File: src/acfg_pkg.sv
// Package for the converter mode configuration port.
// Assumes a single core clock; serial pins arrive asynchronously.
package acfg_pkg;
  localparam logic [6:0] ADDR_SOFT_RESET = 7'h00;
  localparam logic [6:0] ADDR_POWER_DOWN = 7'h01;
  localparam logic [6:0] ADDR_TIMING = 7'h02;
  localparam logic [6:0] ADDR_DRIVER = 7'h03;
  localparam logic [7:0] REG_RESET_VAL = 8'h00;
  localparam int SOFT_RESET_BIT = 7;
  localparam int WORD_BITS = 16;
  localparam int ADDR_MSB = 14;
  localparam int DATA_MSB = 7;
  localparam int DIR_BIT = 15;
  localparam int PD_LSB = 0;
  localparam int INV_BIT = 3;
  localparam int PHASE_LSB = 1;
  localparam int DCS_BIT = 0;
  localparam int CUR_LSB = 4;
  localparam int TERM_BIT = 3;
  localparam int OFF_BIT = 2;
  localparam int MODE_LSB = 0;
  localparam logic [1:0] MODE_CMOS = 2'h0;
  localparam logic [1:0] MODE_LVDS = 2'h1;
  localparam logic [2:0] CUR_3P5MA = 3'h0;
  localparam logic [7:0] READ_UNDEF = 8'hFF;

  typedef enum logic [1:0] {
    PWR_NORMAL = 2'h0,
    PWR_NAP_CH2 = 2'h1,
    PWR_NAP_BOTH = 2'h2,
    PWR_SLEEP = 2'h3
  } acfg_pwr_e;

  typedef struct packed {
    acfg_pwr_e power_down_field;
    logic clock_out_invert;
    logic [1:0] clock_out_phase;
    logic duty_cycle_stabilizer_enable;
    logic [2:0] lvds_current_field;
    logic internal_termination_enable;
    logic output_disable;
    logic [1:0] output_mode_field;
  } acfg_mode_s;
endpackage : acfg_pkg

File: src/acfg_port.sv
// Mode configuration port: parallel strap decode or serial register access.
// Assumes all pin inputs are asynchronous to I_CORE_CLK and the serial
// clock is far slower than the core clock.
`timescale 1ns/1ps
module acfg_port (
  input wire logic I_CORE_CLK,
  input wire logic I_RST,
  input wire logic I_CE,
  input wire logic I_INTERFACE_SELECT,
  input wire logic I_CS_N,
  input wire logic I_SCK,
  input wire logic I_SDI,
  input wire logic I_SDO,
  output logic O_SDO,
  output logic O_SDO_OE,
  output acfg_pkg::acfg_pwr_e O_POWER_STATE,
  output logic O_SOFT_RESET_SLEEP,
  output logic O_CLOCK_OUT_INVERT,
  output logic [1:0] O_CLOCK_OUT_PHASE,
  output logic O_DCS_ENABLE,
  output logic [2:0] O_LVDS_CURRENT,
  output logic O_TERMINATION_ENABLE,
  output logic O_OUTPUT_DISABLE,
  output logic [1:0] O_OUTPUT_MODE
);
  // Two-flop synchronisers for every pin; only stage two is read.
  logic [4:0] pin_meta_q;
  logic [4:0] pin_sync_q;
  logic par_mode;
  logic cs_n_s;
  logic sck_s;
  logic sdi_s;
  logic sdo_in_s;
  logic sck_prev_q;
  logic cs_prev_q;
  logic sck_rise;
  logic sck_fall;
  logic cs_rise;
  logic in_xfer;

  assign par_mode = pin_sync_q[4];
  assign cs_n_s = pin_sync_q[3];
  assign sck_s = pin_sync_q[2];
  assign sdi_s = pin_sync_q[1];
  assign sdo_in_s = pin_sync_q[0];
  assign in_xfer = !par_mode && !cs_n_s;
  assign sck_rise = in_xfer && sck_s && !sck_prev_q;
  assign sck_fall = in_xfer && !sck_s && sck_prev_q;
  assign cs_rise = cs_n_s && !cs_prev_q && !par_mode;

  logic [4:0] pin_raw;
  assign pin_raw = {I_INTERFACE_SELECT, I_CS_N, I_SCK, I_SDI, I_SDO};

  for (genvar p = 0; p < 5; p++) begin : g_sync
    always_ff @(posedge I_CORE_CLK) begin
      if (I_RST) begin
        pin_meta_q[p] <= 1'b0;
        pin_sync_q[p] <= 1'b0;
      end else if (I_CE) begin
        pin_meta_q[p] <= pin_raw[p];
        pin_sync_q[p] <= pin_meta_q[p];
      end
    end
  end

  always_ff @(posedge I_CORE_CLK) begin
    if (I_RST) begin
      sck_prev_q <= 1'b0;
      cs_prev_q <= 1'b1;
    end else if (I_CE) begin
      sck_prev_q <= sck_s;
      cs_prev_q <= cs_n_s;
    end
  end

  // Shift and count; counter saturates at 16 so later edges are dropped.
  logic [15:0] shift_q;
  logic [15:0] shift_d;
  logic [4:0] count_q;
  logic [4:0] count_d;
  logic full_word;
  logic take_bit;

  assign full_word = (count_q == 5'(acfg_pkg::WORD_BITS));
  assign take_bit = sck_rise && !full_word;
  assign shift_d = take_bit ? {shift_q[14:0], sdi_s} : shift_q;
  assign count_d = !in_xfer ? 5'h00 : (take_bit ? count_q + 5'h01 : count_q);

  always_ff @(posedge I_CORE_CLK) begin
    if (I_RST) begin
      shift_q <= 16'h0000;
      count_q <= 5'h00;
    end else if (I_CE) begin
      shift_q <= shift_d;
      count_q <= count_d;
    end
  end

  // Command fields: direction and read address after the eighth bit, write address and data after the sixteenth.
  logic is_read;
  logic [6:0] cmd_addr;
  logic [6:0] rd_addr;
  logic [7:0] cmd_data;
  // After eight bits the direction bit sits at bit 7, address below it
  assign is_read = shift_q[acfg_pkg::DATA_MSB];
  assign rd_addr = shift_q[acfg_pkg::DATA_MSB-1:0];
  assign cmd_addr = shift_q[acfg_pkg::ADDR_MSB -: 7];
  assign cmd_data = shift_q[acfg_pkg::DATA_MSB:0];

  // Registers: power, timing, driver. Commit at chip-select rise, so a
  // transfer cut short before sixteen edges never writes.
  logic [7:0] pwr_q;
  logic [7:0] tim_q;
  logic [7:0] drv_q;
  logic commit;
  logic soft_reset;
  logic sleep_q;

  assign commit = cs_rise && full_word && !shift_q[acfg_pkg::DIR_BIT];
  assign soft_reset = commit && (cmd_addr == acfg_pkg::ADDR_SOFT_RESET) &&
    cmd_data[acfg_pkg::SOFT_RESET_BIT];

  function automatic logic wr_hit(input logic [6:0] a, input logic [6:0] t);
    wr_hit = (a == t);
  endfunction : wr_hit

  // Other addresses match no enable, so they fall through untouched.
  logic pwr_we;
  logic tim_we;
  logic drv_we;
  assign pwr_we = commit && wr_hit(cmd_addr, acfg_pkg::ADDR_POWER_DOWN);
  assign tim_we = commit && wr_hit(cmd_addr, acfg_pkg::ADDR_TIMING);
  assign drv_we = commit && wr_hit(cmd_addr, acfg_pkg::ADDR_DRIVER);

  always_ff @(posedge I_CORE_CLK) begin
    if (I_RST) begin
      sleep_q <= 1'b0;
    end else if (I_CE) begin
      // Reset bit is never stored, so it is clear once the command ends.
      sleep_q <= soft_reset;
    end
  end

  always_ff @(posedge I_CORE_CLK) begin
    if (I_RST) begin
      pwr_q <= acfg_pkg::REG_RESET_VAL;
    end else if (I_CE) begin
      if (soft_reset) begin
        pwr_q <= acfg_pkg::REG_RESET_VAL;
      end else if (pwr_we) begin
        pwr_q <= cmd_data;
      end
    end
  end

  always_ff @(posedge I_CORE_CLK) begin
    if (I_RST) begin
      tim_q <= acfg_pkg::REG_RESET_VAL;
    end else if (I_CE) begin
      if (soft_reset) begin
        tim_q <= acfg_pkg::REG_RESET_VAL;
      end else if (tim_we) begin
        tim_q <= cmd_data;
      end
    end
  end

  always_ff @(posedge I_CORE_CLK) begin
    if (I_RST) begin
      drv_q <= acfg_pkg::REG_RESET_VAL;
    end else if (I_CE) begin
      if (soft_reset) begin
        drv_q <= acfg_pkg::REG_RESET_VAL;
      end else if (drv_we) begin
        drv_q <= cmd_data;
      end
    end
  end

  // Read-back: load after eight bits, shift MSB on falling edges.
  logic [7:0] rd_sel;
  logic [7:0] rd_q;
  logic rd_active_q;
  logic load_rd;
  logic sdo_low_d;

  always_comb begin
    unique case (rd_addr)
      acfg_pkg::ADDR_POWER_DOWN: rd_sel = pwr_q;
      acfg_pkg::ADDR_TIMING: rd_sel = tim_q;
      acfg_pkg::ADDR_DRIVER: rd_sel = drv_q;
      default: rd_sel = acfg_pkg::READ_UNDEF;
    endcase
  end

  // Bit 8 is taken on a rise; data bit 7 goes out at the next fall.
  assign load_rd = take_bit && (count_q == 5'h07) && shift_q[6];
  assign sdo_low_d = rd_active_q && !rd_q[7];

  always_ff @(posedge I_CORE_CLK) begin
    if (I_RST) begin
      rd_q <= 8'h00;
      rd_active_q <= 1'b0;
    end else if (I_CE) begin
      if (!in_xfer) begin
        rd_active_q <= 1'b0;
      end else if (load_rd) begin
        rd_q <= 8'hFF;
        rd_active_q <= 1'b0;
      end else if (sck_fall && is_read && count_q == 5'h08 && !rd_active_q) begin
        rd_q <= rd_sel;
        rd_active_q <= 1'b1;
      end else if (sck_fall && rd_active_q && count_q > 5'h08) begin
        rd_q <= {rd_q[6:0], 1'b1};
      end
    end
  end

  // Parallel straps and register fields share one mode struct.
  acfg_pkg::acfg_mode_s mode_d;
  always_comb begin
    if (par_mode) begin
      mode_d.power_down_field = acfg_pkg::acfg_pwr_e'({sdi_s, sdo_in_s});
      mode_d.clock_out_invert = 1'b0;
      mode_d.clock_out_phase = 2'h0;
      mode_d.duty_cycle_stabilizer_enable = cs_n_s;
      mode_d.lvds_current_field = acfg_pkg::CUR_3P5MA;
      mode_d.internal_termination_enable = 1'b0;
      mode_d.output_disable = 1'b0;
      mode_d.output_mode_field = sck_s ? acfg_pkg::MODE_LVDS :
        acfg_pkg::MODE_CMOS;
    end else begin
      mode_d.power_down_field =
        acfg_pkg::acfg_pwr_e'(pwr_q[acfg_pkg::PD_LSB +: 2]);
      mode_d.clock_out_invert = tim_q[acfg_pkg::INV_BIT];
      mode_d.clock_out_phase = tim_q[acfg_pkg::PHASE_LSB +: 2];
      mode_d.duty_cycle_stabilizer_enable = tim_q[acfg_pkg::DCS_BIT];
      mode_d.lvds_current_field = drv_q[acfg_pkg::CUR_LSB +: 3];
      mode_d.internal_termination_enable = drv_q[acfg_pkg::TERM_BIT];
      mode_d.output_disable = drv_q[acfg_pkg::OFF_BIT];
      mode_d.output_mode_field = drv_q[acfg_pkg::MODE_LSB +: 2];
    end
  end

  // Registered outputs; the pin is only ever pulled low.
  always_ff @(posedge I_CORE_CLK) begin
    if (I_RST) begin
      O_SDO_OE <= 1'b0;
      O_SOFT_RESET_SLEEP <= 1'b0;
    end else if (I_CE) begin
      O_SDO_OE <= sdo_low_d && !par_mode;
      O_SOFT_RESET_SLEEP <= sleep_q;
    end
  end

  always_ff @(posedge I_CORE_CLK) begin
    if (I_RST) begin
      O_SDO <= 1'b0;
    end else if (I_CE) begin
      O_SDO <= 1'b0;
    end
  end

  always_ff @(posedge I_CORE_CLK) begin
    if (I_RST) begin
      O_POWER_STATE <= acfg_pkg::PWR_NORMAL;
    end else if (I_CE) begin
      O_POWER_STATE <= mode_d.power_down_field;
    end
  end

  always_ff @(posedge I_CORE_CLK) begin
    if (I_RST) begin
      O_CLOCK_OUT_INVERT <= 1'b0;
    end else if (I_CE) begin
      O_CLOCK_OUT_INVERT <= mode_d.clock_out_invert;
    end
  end

  always_ff @(posedge I_CORE_CLK) begin
    if (I_RST) begin
      O_CLOCK_OUT_PHASE <= 2'h0;
    end else if (I_CE) begin
      O_CLOCK_OUT_PHASE <= mode_d.clock_out_phase;
    end
  end

  always_ff @(posedge I_CORE_CLK) begin
    if (I_RST) begin
      O_DCS_ENABLE <= 1'b0;
    end else if (I_CE) begin
      O_DCS_ENABLE <= mode_d.duty_cycle_stabilizer_enable;
    end
  end

  always_ff @(posedge I_CORE_CLK) begin
    if (I_RST) begin
      O_LVDS_CURRENT <= 3'h0;
    end else if (I_CE) begin
      O_LVDS_CURRENT <= mode_d.lvds_current_field;
    end
  end

  always_ff @(posedge I_CORE_CLK) begin
    if (I_RST) begin
      O_TERMINATION_ENABLE <= 1'b0;
    end else if (I_CE) begin
      O_TERMINATION_ENABLE <= mode_d.internal_termination_enable;
    end
  end

  always_ff @(posedge I_CORE_CLK) begin
    if (I_RST) begin
      O_OUTPUT_DISABLE <= 1'b0;
    end else if (I_CE) begin
      O_OUTPUT_DISABLE <= mode_d.output_disable;
    end
  end

  always_ff @(posedge I_CORE_CLK) begin
    if (I_RST) begin
      O_OUTPUT_MODE <= 2'h0;
    end else if (I_CE) begin
      O_OUTPUT_MODE <= mode_d.output_mode_field;
    end
  end
endmodule : acfg_port

File: config.mk
export PLATFORM = sky130hd
export DESIGN_NAME = acfg_port
export DESIGN_NICKNAME = d
export VERILOG_FILES = /design/src/acfg_pkg.sv /design/src/acfg_port.sv
export SDC_FILE = /design/constraint.sdc
export NUM_CORES = 1
export LEC_CHECK = 0
export BUFFER_PORTS_ARGS = -buffer_cell sky130_fd_sc_hd__buf_2
export CAP_MARGIN = 20
export CORE_ASPECT_RATIO = 0.8
export CORE_MARGIN = 3
export CORE_UTILIZATION = 53
export DETAILED_ROUTE_END_ITERATION = 10
export PLACE_DENSITY = 0.74
export RECOVER_POWER = 100
export SLEW_MARGIN = 5
export SYNTH_ARGS = -nofsm -noshare
export SYNTH_HDL_FRONTEND = slang
export SYNTH_SLANG_ARGS = --single-unit
File: constraint.sdc
create_clock -name I_CORE_CLK -period 2.1 [get_ports I_CORE_CLK]
set_clock_uncertainty 0.2 [all_clocks]
set_input_delay 0 -clock I_CORE_CLK [delete_from_list [all_inputs] [get_ports I_CORE_CLK]]
set_output_delay 0 -clock I_CORE_CLK [all_outputs]
set_load 0.005 [all_outputs]
# --- After elaboration in Yosys (flattened, before gate mapping) ---
# Cells that the tools add are included.
# Widths: inputs -> output; s select.
word_totals:
  regBits: 82
  input_bits: 8
  output_inout_bits: 16
  wordCells: 105
classes:
  n_addsub: 1
  n_lt_le_gt_ge: 1
  n_eq_ne: 11
  muxes: 17
  reduce_logical: 45
ops:
  columns: ["operator", "count"]
  rows:
  - ["$mux 8", 9]
  - ["$eq 7x2->1 const B", 4]
  - ["$logic_and 1x1->1", 24]
  - ["$pmux 8 s3", 1]
  - ["$eq 7x1->1 const B", 2]
  - ["$mux 13", 1]
  - ["$reduce_and 2->1", 6]
  - ["$mux 5", 2]
  - ["$logic_not 1->1", 9]
  - ["$logic_not 7->1", 1]
  - ["$reduce_bool 2->1", 3]
  - ["$add 5x1->5 const B", 1]
  - ["$eq 5x3->1 const B", 1]
  - ["$eq 5x4->1 const B", 1]
  - ["$eq 5x5->1 const B", 1]
  - ["$gt 5x4->1 const B", 1]
  - ["$mux 1", 4]
  - ["$ne 3x1->1 const B", 1]
  - ["$reduce_and 3->1", 1]
  - ["$reduce_bool 3->1", 1]
  - ["$ne 2x1->1 const B", 1]

# --- Depth between registers and ports, before layout ---
depth:
  word_depth: 10
  ltp_mapped: 9
  ltp_nobuf: 7

# --- Worst setup path after synthesis ---
# Ideal clock, no wire load.
synth_timing:
  path_kind: "register to register"
  startpoint: "register count_q[0]"
  endpoint: "register pwr_q[0]"
  setup_time_ns: 0.060
  arrival_time_ns: 1.828
  t_required_ns: 1.840
  setup_slack_ns: 0.012
  path_stages_with_launch: 8
  n_path_buf: 0
  period_less_slack_ns: 2.088
  cell_sequence: "dfxtp_1 -> inv_1 -> ha_1 -> and4bb_2 -> nand4b_1 -> or4_4 -> nor4b_4 -> a22o_1"
synth_between:
  elab_chain_len: 7
  word_cells_on_any_way: 9
  classes_between: "1 x eq/ne; 1 x mux; 7 x reduce/logical"
synth_lines:
  columns: ["element", "line_no", "rtl"]
  rows:
  - ["start, declared", "acfg_port.sv:79", "logic [4:0] count_q;"]
  - ["start signal, assigned", "acfg_port.sv:95", "count_q <= count_d;"]
  - ["$eq 5x5->1 *", "acfg_port.sv:84", "assign full_word = (count_q == 5'(acfg_pkg::WORD_BITS));"]
  - ["$logic_and 1x1->1 * (2 in series)", "acfg_port.sv:119", "assign commit = cs_rise && full_word && !shift_q[acfg_pkg::DIR_BIT];"]
  - ["$logic_and 1x1->1 (2 in series)", "acfg_port.sv:120", "assign soft_reset = commit && (cmd_addr == acfg_pkg::ADDR_SOFT_RESET) &&"]
  - ["$reduce_bool 2->1 (no line)", null, null]
  - ["$reduce_and 2->1 (no line)", null, null]
  - ["end signal, assigned", "acfg_port.sv:146", "pwr_q <= acfg_pkg::REG_RESET_VAL;"]
  - ["end signal, assigned", "acfg_port.sv:149", "pwr_q <= acfg_pkg::REG_RESET_VAL;"]
  - ["end signal, assigned", "acfg_port.sv:151", "pwr_q <= cmd_data;"]
  - ["end, declared", "acfg_port.sv:112", "logic [7:0] pwr_q;"]
# Every way passes the cells marked *; elsewhere a longest branch is shown, timed or not.
# A chain may end at the register's enable or synchronous reset.

# --- Final worst setup path ---
# Ends and elaborated chain as after synthesis.

==> Implementation_results.wiki <==
{| class="wikitable"
! Metric !! Value
|-
| Status || finished with violations
|-
| Violated checks || negative setup slack
|-
| Proportion of synthesized flip-flops having asynchronous set or reset || 0%
|-
| Core occupancy in the finished layout || 66.50%
|-
| Pins over their slew limit || 0
|-
| Fraction of post-synthesis cell area in the top cell type by area || between 40% and 50%
|-
| Placeable core region || just over 0.006 mm²
|-
| DRT Pass-1 Iters || 5
|-
| Antenna violations before repair || 0
|-
| Final global-route overflow total || 0
|-
| Worst reg2reg startpoint || count_q[0]
|-
| Total clock buffers created by CTS || 9
|-
| Synth Flop Type || dfxtp_1
|-
| # port buffers || 22
|-
| Final hold violation count || 0
|-
| Global router's overall resource usage || between 20% and 30%
|-
| Synth Warn # || 0
|-
| Cell accounting for the most synthesized area || dfxtp_1
|-
| Drt drc || 0
|-
| Post-synthesis cell count || ~390
|-
| Worst-path clk slew || roughly 90 ps
|-
| Placed Area || 0.003777 mm²
|-
| Die Wd || around 96 µm
|-
| Largest voltage drop on the vdd net || approximately 0.63 mV
|-
| Class of the tightest hold or removal check || input port to flip-flop
|-
| Buffers from clock root to sink, at most || 2
|-
| Final Instance Area || 0.004056 mm²
|-
| Antenna Violating Nets Remaining || 0
|-
| Kind of capture point of the worst setup path || flip-flop
|-
| Share of layout cells above drive strength 1 || roughly 17%
|-
| Hold Path End || pin_meta_q[0]
|-
| Via count of the first global-routing pass || 2724
|-
| CP max FO || 7
|-
| Number of instances on the worst hold path || 4
|-
| Number of flip-flops and latches in the synthesized netlist || 82
|-
| Layout area overhead || 17.46%
|-
| Net count, final || ~440
|-
| Unrepaired setup endpoints after global routing || true
|-
| Fmax || ~460 MHz
|-
| Crit Path Class || flip-flop to flip-flop
|-
| # H-tree levels || 3
|-
| Data required time of the worst path || 2200 ps
|-
| Worst reg-to-reg setup slack || -80 ps
|-
| Top post-synthesis cells by area || dfxtp_1, mux2i_1, nand2_1
|-
| Tightest Pin Transition || 602.9 ps
|-
| Starting density of the core || 56.62%
|-
| TritonCTS clock tree || done
|-
| Row count || 25
|-
| Crit Reg-Reg Endpoint || pwr_q[0]
|-
| DIE HEIGHT || 78.20 µm
|-
| Synthesized area divided by synthesized cell count || 8.970 µm²
|-
| Ant. Diodes || 0
|-
| Final Setup Violations || 20
|-
| Worst slew slack as a fraction of its limit || 59.81%
|-
| Pleak || 1.584 nW
|-
| Worst R2R Path Depth || 8
|-
| Ports || 24
|-
| Maximum number of pins on one net before global-route repair || 31
|-
| Endpoint arrival time on the critical path || about 2300 ps
|-
| Per-cell routed wire length || 15.91 µm
|-
| Post-Syn Nets || approximately 400
|-
| First-pass GRT wire length || 13.74 mm
|-
| Sequential area share after synthesis || between 40% and 50%
|-
| Average via count per standard cell || 5.633
|-
| Ratio of total power to cell area || 675.4 mW/mm²
|-
| Clock sinks || 82
|-
| DR vias || 2918
|-
| Overall power consumption || roughly 2.7 mW
|-
| Buffer type at the clock tree root || clkbuf_8
|-
| Post-detailed-placement half-perimeter wirelength || roughly 6 mm
|-
| Number of distinct library cells after synthesis || 43
|-
| Final critical path time including I/O delays and setup || 2176 ps
|-
| Routed wire length || 8.240 mm
|-
| Hold path startpoint || I_SDO
|-
| Startpoint Class || flip-flop
|-
| Final worst path period share || 103.6%
|-
| Max-cap viol count || 0
|-
| Cell Area, Synth || 0.003453 mm²
|-
| Area of the die || 0.007526 mm²
|-
| First-iteration detailed-routing DRC count || around 190
|-
| Count of flip-flops with a built-in enable after synthesis || 0
|-
| Worst setup slack after layout || -75.94 ps
|-
| Later-pin clock latency in the skew report || 360 ps
|-
| Final weighted congestion of routability-driven global placement || 0.8843
|}
==> synth_stat cells (2+ instances only) <==
library cell	n
a211oi_1	12
a21oi_1	32
a22o_1	21
a2bb2oi_1	6
and4_1	2
buf_1	4
buf_2	3
clkbuf_1	17
dfxtp_1	82
ha_1	2
inv_1	4
mux2i_1	28
nand2_1	64
nand2b_1	2
nand3_1	3
nand4_1	4
nor2_1	53
nor2b_1	2
nor3_1	3
nor4b_1	2
nor4b_4	3
o21ai_0	9
o22a_1	6
xor2_1	2
==> critical path, stage by stage (launching register included) <==
cell and delay [ps]:
dfxtp_2 330, inv_2 60, ha_4 140, and4bb_2 240, nand4b_1 90, or4_4 490
nor4b_4 260, buf_4 180, a22o_1 120
==> cell type report <==
type	instances	area, µm²
clock buffers	10	127.6
fillers	504	2043
repair buffers	62	419.2
multi-input cells	273	1700
flip-flops and latches	82	1644
clock inverters	6	48.80
inverters	4	15.01
well taps	81	101.3
==> power breakdown <==
part	switching, mW	internal [mW]
Clock	0.582	0.439
Combinational	0.0859	0.0532
Sequential	0.0113	1.57
Total	0.679	2.06
==> placed cells by master, fill, tap and decap left out, types with 3 or more instances in the layout <==
cell / netlist / final
nand2_1: 64 / 64
a22o_1: 21 / 21
dlygate4sd3_1: 0 / 7
nor3_1: 3 / 3
a21oi_1: 32 / 31
buf_4: 1 / 32
clkbuf_8: 0 / 9
nand3_1: 3 / 3
buf_2: 3 / 12
dfxtp_1: 82 / 80
clkinvlp_4: 0 / 3
o22a_1: 6 / 6
clkbuf_1: 17 / 11
o21ai_0: 9 / 9
a2bb2oi_1: 6 / 6
a211oi_1: 12 / 12
nor4b_4: 3 / 3
mux2i_1: 28 / 28
nor2_1: 53 / 53
nand4_1: 4 / 4
==> state kept, by name, indices dropped and copies added (netlist names), 2 cells and up <==
signal and cells:
O_CLOCK_OUT_PHASE 2, O_LVDS_CURRENT 3, O_OUTPUT_MODE 2, O_POWER_STATE 2, count_q 5, drv_q 8, pin_meta_q 5, pwr_q 8
rd_q 8, shift_q 16, tim_q 8
==> metrics by stage <==
stage | instances | worst slack (ps) | hold WS [ps] | setup TNS (ps)
floorplan | 385 | 12.21 | -52.84 | 0
CTS | 517 | -56.13 | 202.1 | -651.5
finish | 518 | -75.94 | 211.6 | -777.6
global placement | 492 | -41.29 | 33.68 | -279.4
global route | 518 | -188.7 | 245.3 | -3986
detailed placement | 492 | -98.96 | 45.02 | -1201
==> what timing repair did <==
action | CTS | global route
endpoints found under the setup margin | 22 | 29
gates cloned | 0 | 0
hold endpoints to repair | 17 | 0
pin swaps | 5 | 8
gates resized for setup | 6 | 2
hold buffers | 7 | 0
setup buffers | 2 | 1
==> worst max path at each step <==
stage	start	endpoint	slack, ps
final	count_q[0]	pwr_q[0]	-80
after global routing	count_q[0]	pwr_q[5]	-190
after CTS	count_q[0]	pwr_q[0]	-60
after detailed placement	count_q[0]	pwr_q[6]	-100
after global placement	count_q[0]	pwr_q[0]	-40
after floorplan	count_q[0]	pwr_q[0]	10
==> cells by family (layout without fill, tap and decap cells) <==
kind of cell             count (synthesis)  after routing  synth area share, %
AND/OR/NAND/NOR                        146            146                20.43
AO/OA/AOI/OAI                           94             94                18.88
flip-flops                              82             82                47.54
buffers and inverters                   30             82                3.695
multiplexers                            28             28                8.116
adder cells (fa/ha/maj)                  2              2               0.7245
XOR/XNOR                                 2              2               0.5073
other                                    1              1               0.1086
==> per-layer routing <==
| metal | routed length, µm | GRT usage (%) | vias to the layer above |
|---|---|---|---|
| met5 | 0 | 0 | - |
| met4 | 80 | 4.688 | 0 |
| met3 | 579 | 8.238 | 10 |
| met2 | 3688 | 35.22 | 79 |
| met1 | 3891 | 34.24 | 1378 |
| li1 | - | - | 1451 |
Note: power is estimated with default switching activity, not from simulation.
